**src/logic/ptr_pkg.sv**
```systemverilog
// shared constants and types for the pulse train position reference block
package ptr_pkg;
  localparam int CLK_MHZ = 100;

  // register byte offsets
  localparam logic [7:0] ADDR_CONFIG = 8'h00;
  localparam logic [7:0] ADDR_ACTIVE = 8'h04;
  localparam logic [7:0] ADDR_CONTROL = 8'h08;
  localparam logic [7:0] ADDR_STATUS = 8'h0c;
  localparam logic [7:0] ADDR_POSITION = 8'h10;
  localparam logic [7:0] ADDR_FWD_COUNT = 8'h14;
  localparam logic [7:0] ADDR_REV_COUNT = 8'h18;

  // field positions in config and active registers
  localparam int CFG_METHOD_LSB = 0;
  localparam int CFG_FORM_LSB = 4;
  localparam int CFG_FILTER_LSB = 8;
  // pending config matches the active reset values: method 1, form 0, filter 0
  localparam logic [31:0] CFG_RESET = 32'h0000_0001;
  localparam logic [3:0] METHOD_PULSE = 4'h1;
  localparam logic [3:0] METHOD_RESET = 4'h1;

  // control and status bit positions
  localparam int CTRL_RESTART_BIT = 0;
  localparam int CTRL_CLEAR_BIT = 1;
  localparam int STAT_MODE_BIT = 0;
  localparam int STAT_PENDING_BIT = 1;
  localparam int STAT_CFG_ERR_BIT = 2;
  localparam int STAT_LINE_A_BIT = 3;
  localparam int STAT_LINE_B_BIT = 4;

  typedef enum logic [2:0] {
    PTR_SIGN_POS = 3'b000,
    PTR_DUAL_POS = 3'b001,
    PTR_QUAD_X1 = 3'b010,
    PTR_QUAD_X2 = 3'b011,
    PTR_QUAD_X4 = 3'b100,
    PTR_SIGN_NEG = 3'b101,
    PTR_DUAL_NEG = 3'b110
  } ptr_form_t;

  typedef enum logic [1:0] {
    PTR_FILT_LINE = 2'b00,
    PTR_FILT_OPEN = 2'b01,
    PTR_FILT_LINE2 = 2'b10
  } ptr_filter_t;

  localparam ptr_form_t FORM_RESET = PTR_SIGN_POS;
  localparam ptr_filter_t FILTER_RESET = PTR_FILT_LINE;

  // least accepted pulse width per filter; rounded up to whole cycles
  localparam int FILT_LINE_NS = 250;
  localparam int FILT_OPEN_NS = 1000;
  localparam int FILT_LINE2_NS = 50;
  localparam logic [7:0] FILT_LINE_CYC = 8'((FILT_LINE_NS * CLK_MHZ + 999) / 1000);
  localparam logic [7:0] FILT_OPEN_CYC = 8'((FILT_OPEN_NS * CLK_MHZ + 999) / 1000);
  localparam logic [7:0] FILT_LINE2_CYC = 8'((FILT_LINE2_NS * CLK_MHZ + 999) / 1000);
endpackage

```
**src/logic/ptr_in_filter.sv**
```systemverilog
// two-line synchroniser and pulse width filter
module ptr_in_filter import ptr_pkg::*; (
  input wire logic ref_clk,
  input wire logic reset,
  input wire logic [1:0] line_raw,
  input wire logic [7:0] min_width,
  output logic [1:0] line_clean
);
  typedef struct packed {
    logic [1:0] sync1;
    logic [1:0] sync2;
    logic [1:0] clean;
    logic [1:0][7:0] width_cnt;
  } ptr_filt_state_t;

  ptr_filt_state_t st;
  ptr_filt_state_t next_st;

  always_comb begin
    next_st = st;
    next_st.sync1 = line_raw;
    next_st.sync2 = st.sync1;
    for (int i = 0; i < 2; i++) begin
      // only the second stage is looked at; the first may be metastable
      if (st.sync2[i] == st.clean[i]) begin
        next_st.width_cnt[i] = 8'h00;
      end else if (st.width_cnt[i] + 8'h01 >= min_width) begin
        next_st.clean[i] = st.sync2[i];
        next_st.width_cnt[i] = 8'h00;
      end else begin
        next_st.width_cnt[i] = st.width_cnt[i] + 8'h01;
      end
    end
  end

  always_ff @(posedge ref_clk or posedge reset) begin
    if (reset) begin
      st <= '0;
    end else begin
      st <= next_st;
    end
  end

  assign line_clean = st.clean;
endmodule

```
**src/logic/ptr_decoder.sv**
```systemverilog
// turns filtered reference lines into forward and reverse steps
module ptr_decoder import ptr_pkg::*; (
  input wire logic ref_clk,
  input wire logic reset,
  input wire logic enable,
  input wire logic resync,
  input wire ptr_form_t form,
  input wire logic line_a,
  input wire logic line_b,
  output logic fwd_step,
  output logic rev_step
);
  typedef struct packed {
    logic prev_a;
    logic prev_b;
    logic fwd;
    logic rev;
  } ptr_dec_state_t;

  ptr_dec_state_t st;
  ptr_dec_state_t next_st;
  logic neg;
  logic a;
  logic b;
  logic chg_a;
  logic chg_b;
  logic quad_fwd;

  always_comb begin
    neg = (form == PTR_SIGN_NEG) || (form == PTR_DUAL_NEG);
    a = line_a ^ neg;
    b = line_b ^ neg;
    chg_a = a ^ st.prev_a;
    chg_b = b ^ st.prev_b;
    // b leading a gives 00-01-11-10, for which prev_a differs from new b
    quad_fwd = st.prev_a ^ b;
    next_st = st;
    next_st.prev_a = a;
    next_st.prev_b = b;
    next_st.fwd = 1'b0;
    next_st.rev = 1'b0;
    unique case (form)
      PTR_SIGN_POS, PTR_SIGN_NEG: begin
        next_st.fwd = a && !st.prev_a && b;
        next_st.rev = a && !st.prev_a && !b;
      end
      PTR_DUAL_POS, PTR_DUAL_NEG: begin
        next_st.fwd = a && !st.prev_a;
        next_st.rev = b && !st.prev_b;
      end
      PTR_QUAD_X1: begin
        next_st.fwd = chg_a && !chg_b && a && quad_fwd;
        next_st.rev = chg_a && !chg_b && a && !quad_fwd;
      end
      PTR_QUAD_X2: begin
        next_st.fwd = chg_a && !chg_b && quad_fwd;
        next_st.rev = chg_a && !chg_b && !quad_fwd;
      end
      PTR_QUAD_X4: begin
        next_st.fwd = (chg_a ^ chg_b) && quad_fwd;
        next_st.rev = (chg_a ^ chg_b) && !quad_fwd;
      end
      default: begin
        next_st.fwd = 1'b0;
        next_st.rev = 1'b0;
      end
    endcase
    // a resync only takes the line levels, so a mode change makes no step
    if (!enable || resync) begin
      next_st.fwd = 1'b0;
      next_st.rev = 1'b0;
    end
  end

  always_ff @(posedge ref_clk or posedge reset) begin
    if (reset) begin
      st <= '0;
    end else begin
      st <= next_st;
    end
  end

  assign fwd_step = st.fwd;
  assign rev_step = st.rev;
endmodule

```
**src/logic/ptr_pulse_ref.sv**
```systemverilog
// pulse train position reference decoder with apb register access
// Operation
// - pulse mode at method code 1, after restart
// - seven pulse form codes decoded
// - sign plus pulse: step counts, sign gives direction
// - dual pulse: forward line up, reverse down
// - quadrature: b leading a is forward
// - quadrature codes multiply by one, two, four
// - filter code 0: line driver, 1 Mpps
// - filter code 1: open collector, 200 kpps
// - filter code 2: line driver, 4 Mpps
// - conducting open collector reads as high
module ptr_pulse_ref import ptr_pkg::*; (
  input wire logic ref_clk,
  input wire logic reset,
  input wire logic psel,
  input wire logic penable,
  input wire logic pwrite,
  input wire logic [7:0] paddr,
  input wire logic [31:0] pwdata,
  output logic [31:0] prdata,
  output logic pready,
  output logic pslverr,
  input wire logic ref_in_a,
  input wire logic ref_in_b,
  output logic [31:0] pos_total,
  output logic pos_fwd_step,
  output logic pos_rev_step,
  output logic position_mode
);
  typedef struct packed {
    logic [31:0] cfg_pending;
    logic [3:0] method;
    ptr_form_t form;
    ptr_filter_t filter;
    logic resync;
    logic cfg_error;
    logic [31:0] total;
    logic [31:0] fwd_count;
    logic [31:0] rev_count;
    logic fwd_out;
    logic rev_out;
    logic pos_mode;
    logic [31:0] prdata;
    logic pready;
    logic pslverr;
  } ptr_state_t;

  ptr_state_t st;
  ptr_state_t next_st;
  logic [1:0] lines_clean;
  logic dec_fwd;
  logic dec_rev;
  logic [7:0] filt_width;
  logic acc_start;
  logic acc_write;
  logic [3:0] new_method;
  logic [3:0] new_form;
  logic [3:0] new_filter;
  logic [31:0] active_word;
  logic [31:0] status_word;

  function automatic logic [7:0] filter_cycles(input ptr_filter_t f);
    logic [7:0] cyc;
    cyc = FILT_LINE_CYC;
    unique case (f)
      PTR_FILT_LINE: cyc = FILT_LINE_CYC;
      PTR_FILT_OPEN: cyc = FILT_OPEN_CYC;
      PTR_FILT_LINE2: cyc = FILT_LINE2_CYC;
      default: cyc = FILT_LINE_CYC;
    endcase
    return cyc;
  endfunction

  function automatic logic addr_known(input logic [7:0] a);
    return (a == ADDR_CONFIG) || (a == ADDR_ACTIVE) || (a == ADDR_CONTROL) ||
           (a == ADDR_STATUS) || (a == ADDR_POSITION) || (a == ADDR_FWD_COUNT) ||
           (a == ADDR_REV_COUNT);
  endfunction

  // an open-collector source pulls the line high when conducting, so the
  // pin level is used as is and no inversion sits here
  ptr_in_filter u_filter (
    .ref_clk(ref_clk),
    .reset(reset),
    .line_raw({ref_in_b, ref_in_a}),
    .min_width(filt_width),
    .line_clean(lines_clean)
  );

  // ref_in_a serves as step, forward_pulse_line or phase a;
  // ref_in_b as sign, reverse_pulse_line or phase b
  ptr_decoder u_decoder (
    .ref_clk(ref_clk),
    .reset(reset),
    .enable(st.pos_mode),
    .resync(st.resync),
    .form(st.form),
    .line_a(lines_clean[0]),
    .line_b(lines_clean[1]),
    .fwd_step(dec_fwd),
    .rev_step(dec_rev)
  );

  always_comb begin
    filt_width = filter_cycles(st.filter);
    acc_start = psel && penable && !st.pready;
    acc_write = psel && penable && st.pready && pwrite && addr_known(paddr);
    new_method = st.cfg_pending[CFG_METHOD_LSB +: 4];
    new_form = st.cfg_pending[CFG_FORM_LSB +: 4];
    new_filter = st.cfg_pending[CFG_FILTER_LSB +: 4];

    active_word = 32'h0000_0000;
    active_word[CFG_METHOD_LSB +: 4] = st.method;
    active_word[CFG_FORM_LSB +: 4] = {1'b0, st.form};
    active_word[CFG_FILTER_LSB +: 4] = {2'b00, st.filter};

    status_word = 32'h0000_0000;
    status_word[STAT_MODE_BIT] = st.pos_mode;
    status_word[STAT_PENDING_BIT] = (st.cfg_pending != active_word);
    status_word[STAT_CFG_ERR_BIT] = st.cfg_error;
    status_word[STAT_LINE_A_BIT] = lines_clean[0];
    status_word[STAT_LINE_B_BIT] = lines_clean[1];

    next_st = st;
    next_st.resync = 1'b0;
    next_st.fwd_out = dec_fwd;
    next_st.rev_out = dec_rev;
    next_st.pos_mode = (st.method == METHOD_PULSE);

    // one wait state: pready rises in the second access cycle
    next_st.pready = acc_start;
    next_st.pslverr = acc_start && !addr_known(paddr);
    if (acc_start && !pwrite) begin
      unique case (paddr)
        ADDR_CONFIG: next_st.prdata = st.cfg_pending;
        ADDR_ACTIVE: next_st.prdata = active_word;
        ADDR_STATUS: next_st.prdata = status_word;
        ADDR_POSITION: next_st.prdata = st.total;
        ADDR_FWD_COUNT: next_st.prdata = st.fwd_count;
        ADDR_REV_COUNT: next_st.prdata = st.rev_count;
        default: next_st.prdata = 32'h0000_0000;
      endcase
    end else if (acc_start) begin
      next_st.prdata = 32'h0000_0000;
    end

    // running totals; each cycle carries at most one step of each kind
    if (dec_fwd && !dec_rev) begin
      next_st.total = st.total + 32'h0000_0001;
    end else if (dec_rev && !dec_fwd) begin
      next_st.total = st.total - 32'h0000_0001;
    end
    if (dec_fwd) begin
      next_st.fwd_count = st.fwd_count + 32'h0000_0001;
    end
    if (dec_rev) begin
      next_st.rev_count = st.rev_count + 32'h0000_0001;
    end

    if (acc_write) begin
      unique case (paddr)
        ADDR_CONFIG: begin
          // stored only; nothing changes in the datapath until restart
          next_st.cfg_pending = pwdata;
        end
        ADDR_CONTROL: begin
          if (pwdata[CTRL_RESTART_BIT]) begin
            next_st.method = new_method;
            if (new_form <= 4'h6) begin
              next_st.form = ptr_form_t'(new_form[2:0]);
            end
            if (new_filter <= 4'h2) begin
              next_st.filter = ptr_filter_t'(new_filter[1:0]);
            end
            next_st.resync = 1'b1;
          end
          if (pwdata[CTRL_RESTART_BIT] || pwdata[CTRL_CLEAR_BIT]) begin
            next_st.total = 32'h0000_0000;
            next_st.fwd_count = 32'h0000_0000;
            next_st.rev_count = 32'h0000_0000;
          end
        end
        ADDR_STATUS: begin
          if (pwdata[STAT_CFG_ERR_BIT]) begin
            next_st.cfg_error = 1'b0;
          end
        end
        default: begin
          next_st.cfg_pending = st.cfg_pending;
        end
      endcase
    end

    // a bad code at restart is flagged; the set wins over a clear
    if (acc_write && (paddr == ADDR_CONTROL) && pwdata[CTRL_RESTART_BIT] &&
        ((new_form > 4'h6) || (new_filter > 4'h2))) begin
      next_st.cfg_error = 1'b1;
    end
  end

  always_ff @(posedge ref_clk or posedge reset) begin
    if (reset) begin
      st <= '0;
      st.cfg_pending <= CFG_RESET;
      st.method <= METHOD_RESET;
      st.form <= FORM_RESET;
      st.filter <= FILTER_RESET;
    end else begin
      st <= next_st;
    end
  end

  assign prdata = st.prdata;
  assign pready = st.pready;
  assign pslverr = st.pslverr;
  assign pos_total = st.total;
  assign pos_fwd_step = st.fwd_out;
  assign pos_rev_step = st.rev_out;
  assign position_mode = st.pos_mode;
endmodule

```
**config.mk**
```make
export PLATFORM = sky130hd
export DESIGN_NAME = ptr_pulse_ref
export DESIGN_NICKNAME = d
export VERILOG_FILES = /design/src/logic/ptr_pkg.sv /design/src/logic/ptr_in_filter.sv /design/src/logic/ptr_decoder.sv /design/src/logic/ptr_pulse_ref.sv
export SDC_FILE = /design/constraint.sdc
export NUM_CORES = 1
export LEC_CHECK = 0
export BUFFER_PORTS_ARGS = -buffer_cell sky130_fd_sc_hd__buf_4
export CAP_MARGIN = 15
export CORE_ASPECT_RATIO = 0.75
export CORE_MARGIN = 3
export CORE_UTILIZATION = 50
export CTS_CLUSTER_SIZE = 24
export DETAILED_ROUTE_END_ITERATION = 8
export PLACE_DENSITY = 0.8
export SETUP_SLACK_MARGIN = 0.15
export SYNTH_ARGS = -nofsm -noshare
export SYNTH_HDL_FRONTEND = slang
export SYNTH_SLANG_ARGS = --single-unit
```
**constraint.sdc**
```tcl
create_clock -name ref_clk -period 18.1 [get_ports ref_clk]
set_input_delay 3.62 -clock ref_clk [delete_from_list [all_inputs] [get_ports ref_clk]]
set_output_delay 3.62 -clock ref_clk [all_outputs]
set_load 0.02 [all_outputs]
```
Word-level counts from Yosys, hierarchy flattened
Index checks and enable logic that the tools add are counted.
- register bits after elaboration: 202
- input bits: 47
- logic and storage cells: 145
- $add $sub $neg: 6
- order comparisons: 6
- equal/unequal tests: 18
- multiplexer cells: 22
- bitwise operators: 8
- reduce and logical (&&, ||, !) cells: 60
- operators with widths (kind ; number):
    2-to-1 mux 32 bit ; 6
    2-to-1 mux 96 bit ; 2
    one-hot mux 32 bit (6 select lines) ; 1
    2-to-1 mux 98 bit ; 1
    adder 32 x 1 -> 32 bit, second input constant ; 3
    2-to-1 mux 8 bit ; 4
    != test 32 x 10 -> 1 bit ; 1
    subtractor 32 x 1 -> 32 bit, second input constant ; 1
    equality test 8 x 5 -> 1 bit, second input constant ; 3
    logical AND 1 bit ; 24
    adder 8 x 1 -> 8 bit, second input constant ; 2
    equality test 8 x 4 -> 1 bit, second input constant ; 2
    greater-or-equal comparator 8 x 7 -> 1 bit ; 2
    one-hot mux 7 bit (2 select lines) ; 1
    zero test 1 bit ; 11
    logical OR 1 bit ; 10
    one-hot mux 2 bit (5 select lines) ; 1
    equality test 3 bit, second input constant ; 3
    equality test 8 x 3 -> 1 bit, second input constant ; 1
    zero test 8 bit ; 1
    AND reduction 4 bit ; 2
    nonzero test 2 bit ; 4
    equality test 3 x 2 -> 1 bit, second input constant ; 2
    AND reduction 2 bit ; 3
    16 further kinds ; 29

Logic depth before layout (Yosys ltp)
- depth after elaboration: 13
- mapped depth: 10
- mapped depth without buffers: 9

Hierarchy
From an unflattened synthesis, not the netlist that was laid out.
- cell total of the unflattened synthesis: 1211
- area, all modules: 11478.5 um2
- by module, submodules not included (module ; instances ; cells each ; area an instance (um2) ; sequential area each (um2)):
    ptr_pulse_ref ; 1 ; 1044 ; 9743.1 ; 4406.7
    ptr_in_filter ; 1 ; 126 ; 1360.1 ; 550.5
    ptr_decoder ; 1 ; 41 ; 375.4 ; 100.1

Worst setup path before layout
No wires, ideal clock.
- kind: in2reg
- start point: input paddr[1]
- end point: register st[37] (netlist name)
- arrival: 5.355 ns
- data required time: 17.968 ns
- slack: 12.613 ns
- cell stages on the path: 6
- buffers on the path: 2
- cell sequence: nor3_2 nand3_1 nor3_1 clkbuf_1 buf_1 nor2_1
- RTL lines (item ; RTL line ; text):
    start: declaration ; ptr_pulse_ref.sv:19 ; input wire logic [7:0] paddr,
    end signal: assignment ; ptr_pulse_ref.sv:210 ; st <= next_st;
    end: declaration ; ptr_pulse_ref.sv:49 ; ptr_state_t st;

Final worst setup path
- start point: input paddr[1]
- end point: register st[167] (netlist name)
- cells in the longest elaborated chain, start to end: 9
- RTL lines (item ; RTL line ; text):
    equality test 8 x 3 -> 1 bit or zero test 8 bit (tied branches) ; ptr_pulse_ref.sv:76, ptr_pulse_ref.sv:162 ;
    logical OR 1 bit (3 in series) ; ptr_pulse_ref.sv:76 ; return (a == ADDR_CONFIG) || (a == ADDR_ACTIVE) || (a == ADDR_CONTROL) ||
    logical OR 1 bit (3 in series) ; ptr_pulse_ref.sv:77 ; (a == ADDR_STATUS) || (a == ADDR_POSITION) || (a == ADDR_FWD_COUNT) ||
    logical AND 1 bit ; ptr_pulse_ref.sv:108 ; acc_write = psel && penable && st.pready && pwrite && addr_known(paddr);
    AND reduction 2 bit (no line) (*) ; - ;
Mark *: on every way between the ends. The rest lies on a longest branch, timed or not.
A chain may end at the register's enable or synchronous reset.

==> impl_metrics.env <==
export IMPL_status="finished, final reports clean"
export IMPL_synth_flop_cell="dfrtp_1"
export IMPL_synth_area_leaders="dfrtp_1 (44%), xnor2_1 (4.7%), mux2_2 (4.3%)"
export IMPL_synth_largest_area_cell="dfrtp_1"
export IMPL_worstPathMaxFanout=33
export IMPL_area_growth_pct=10.6
export IMPL_max_freq_ghz=0.181
export IMPL_ys_seq_elements=202
export IMPL_first_global_vias=8699
export IMPL_netlist_area_sq_mm=0.0115
export IMPL_clk_path_buf_depth=3
export IMPL_hold_class="reg -> reg"
export IMPL_rrSetupSlack_ns=15.17
export IMPL_die_x_um=181
export IMPL_drtPass1Iterations=8
export IMPL_drc=0
export IMPL_start_util=0.515
export IMPL_ant_nets=0
export IMPL_power_uw=962
export IMPL_core_sq_mm=0.0223
export IMPL_relSlewSlack=0.268
export IMPL_viasPerCell=6.20
export IMPL_nets=1271
export IMPL_grt_usage=0.235
export IMPL_io_pins=116
export IMPL_instances_no_fill=1510
export IMPL_dpl_hpwl_um=21200
export IMPL_maxCapViolCount=0
export IMPL_synth_top_area_share=0.436
export IMPL_cts_buffers=21
export IMPL_die_area_sq_mm=0.0248
export IMPL_period_needed_ns=5.51
export IMPL_n_antenna_cell=0
export IMPL_hold_violations=0
export IMPL_layout_commonest_cell="dfrtp_1"
export IMPL_start_kind="primary input"
export IMPL_p_leak_uw=0.00551
export IMPL_netSwitchingFraction=0.218
export IMPL_critPathKind="in -> reg"
export IMPL_dr_first_iter_drc_count=1278
export IMPL_p_seq_frac=0.479
export IMPL_cts_hold_buf=0
export IMPL_post_drt_wl_per_cell_um=19.9
export IMPL_post_route_period_util=0.305
export IMPL_irDropWorstVdd_v=0.0000608
export IMPL_post_cts_buffers=0
export IMPL_cts_tree="yes"
export IMPL_power_internal_uw=752
export IMPL_finalSetupViolCount=0
export IMPL_overflow=0
export IMPL_yosysWarnings=0
export IMPL_crit_arrival_ns=5.89
export IMPL_powerDensity_mw_per_mm2=75.9
export IMPL_cts_resized=0
export IMPL_syn_inst=1190
export IMPL_power_frac_clock=0.471
export IMPL_most_common_layout_cells="dfrtp_1 (200), buf_4 (121), nor2_1 (99), nand2_1 (84), xnor2_1 (62)"
export IMPL_slew_violations=0
export IMPL_clk_pin_slew_ns=0.06
export IMPL_antenna_found_initial=0
export IMPL_cp_cell_sequence="buf_4, nor3_2, and4_1, nand2_1, buf_4, mux2_2"
export IMPL_fin_tns_setup_ns=0
export IMPL_hold_path_depth=0
export IMPL_dp_cells=1472
export IMPL_root_buffer="clkbuf_16"
export IMPL_required_ns=18.48
export IMPL_cts_sinks=202
export IMPL_crit_slowest_cell="and4_1"
export IMPL_max_stage_delay_ns=0.95
export IMPL_vias=9364
export IMPL_clock_skew_ns=0.0160
export IMPL_synth_cell_types=75
export IMPL_io_buffers=115
export IMPL_max_slew_worst_pin_slew_ns=1.10
export IMPL_ys_seq_area_frac=0.441
export IMPL_avgSynthCellArea_sq_um=9.64
export IMPL_rows=47
export IMPL_routed_wl_um=30100
export IMPL_synth_edff_count=0
export IMPL_rsz0062_at_grt="no"
export IMPL_crit_top_cell="buf_4"
export IMPL_grt_max_degree=138
export IMPL_htree_num_levels=1
export IMPL_crit_path_end_kind="flip-flop"
export IMPL_combPwrFrac=0.050
export IMPL_gp_congestion=0.937
export IMPL_power_switching_uw=210
export IMPL_drive_gt1_frac=0.184
export IMPL_clock_latency_ns=0.50
export IMPL_grt_pass1_wl_um=47200
export IMPL_synth_async_reset_ratio=1.00
export IMPL_die_y_um=137
export IMPL_reg2reg_depth=8
==> critical path: cells and delay by family <==
kind,cells,cell delay [ns]
simple gates,3,1.50
buf+inv,2,0.40
mux,1,0.33
==> per-layer routing <==
layer  part of all wire  up-vias  GRT usage
met5                  0        -          0
met4              0.023        0     0.0614
met3               0.10       59     0.0544
met2               0.45      477      0.353
met1               0.43     4580      0.345
li1                   -     4248          -
==> stage by stage <==
stage	cell area, sq um	setup WS, ns	utilization	hold WS [ns]
6_report	12700	12.59	0.569	0.347
5_1_grt	12700	12.43	0.569	0.351
4_1_cts	12700	12.66	0.569	0.348
3_5_place_dp	11900	12.15	0.536	0.335
3_3_place_gp	11900	12.21	0.536	0.334
2_1_floorplan	11500	8.97	-	0.331
==> cell type report <==
| class | count | area [sq um] |
|---|---|---|
| clock buffers | 32 | 657 |
| clock inverters | 5 | 80.1 |
| inverters | 26 | 105 |
| well taps | 294 | 368 |
| flip-flops and latches | 202 | 5060 |
| fillers | 1893 | 9600 |
| multi-input cells | 829 | 5500 |
| repair buffers | 122 | 913 |
==> cell usage after synthesis (3+ instances only) <==
cell	count
dfrtp_1	200
nor2_1	99
nand2_1	84
buf_4	65
xnor2_1	62
a21oi_1	56
clkbuf_1	53
a22oi_1	45
mux2_2	44
o21ai_0	41
nand3_1	40
nand4_1	37
nor4_1	33
xor2_1	32
nor3_1	30
inv_1	25
ha_1	22
or3_1	20
a21o_1	18
and4_1	14
nor2b_1	14
and3_1	13
mux2i_1	13
or4_1	9
and2_1	8
o22ai_1	8
buf_1	7
nand2b_1	7
a211oi_1	5
a221oi_1	5
a22o_1	5
buf_6	5
a31oi_1	4
o21a_1	4
or2_2	4
a2111o_1	3
a311oi_1	3
nand4b_1	3
o22a_1	3
==> path summary, 6_finish.rpt <==
kind                                       from                     end
setup reg to reg                 active_word[8]  u_filter.line_clean[1]
min in group asynchronous                 reset            pos_rev_step
max in group asynchronous                 reset                  st[87]
hold / removal             u_filter.next_st[18]         u_filter.st[18]
setup / recovery                       paddr[1]                 st[167]
hold reg to reg            u_filter.next_st[18]         u_filter.st[18]
==> registers in the layout (all words and copies together) (netlist names), 2 cells and up <==
name and count:
new_filter 4, prdata 32, new_method 4, u_filter.next_st 2
u_filter.st 18, active_word 9, new_form 4, st 86
u_decoder.st 2, u_filter.line_clean 2, pos_total 32
==> power by group through the flow <==
| stage | registers (uW) | logic, uW | clock network (uW) |
|---|---|---|---|
| finish | 461 | 47.7 | 454 |
| CTS | 461 | 48.1 | 462 |
| global route | 461 | 53.4 | 480 |
| detailed placement | 469 | 47.9 | 0 |
| global placement | 469 | 46.9 | 0 |
| floorplan | 467 | 30.7 | 0 |
==> cell families after synthesis <==
family | count (synthesis) | synth area share
AND/OR/NAND/NOR | 432 | 0.198
AO/OA/AOI/OAI | 221 | 0.128
flip-flops | 202 | 0.441
buffers and inverters | 160 | 0.0806
XOR/XNOR | 94 | 0.0718
multiplexers | 58 | 0.0565
adder cells (fa/ha/maj) | 22 | 0.0240
other | 1 | 0.000327
Power figures use the tool's default switching activity.
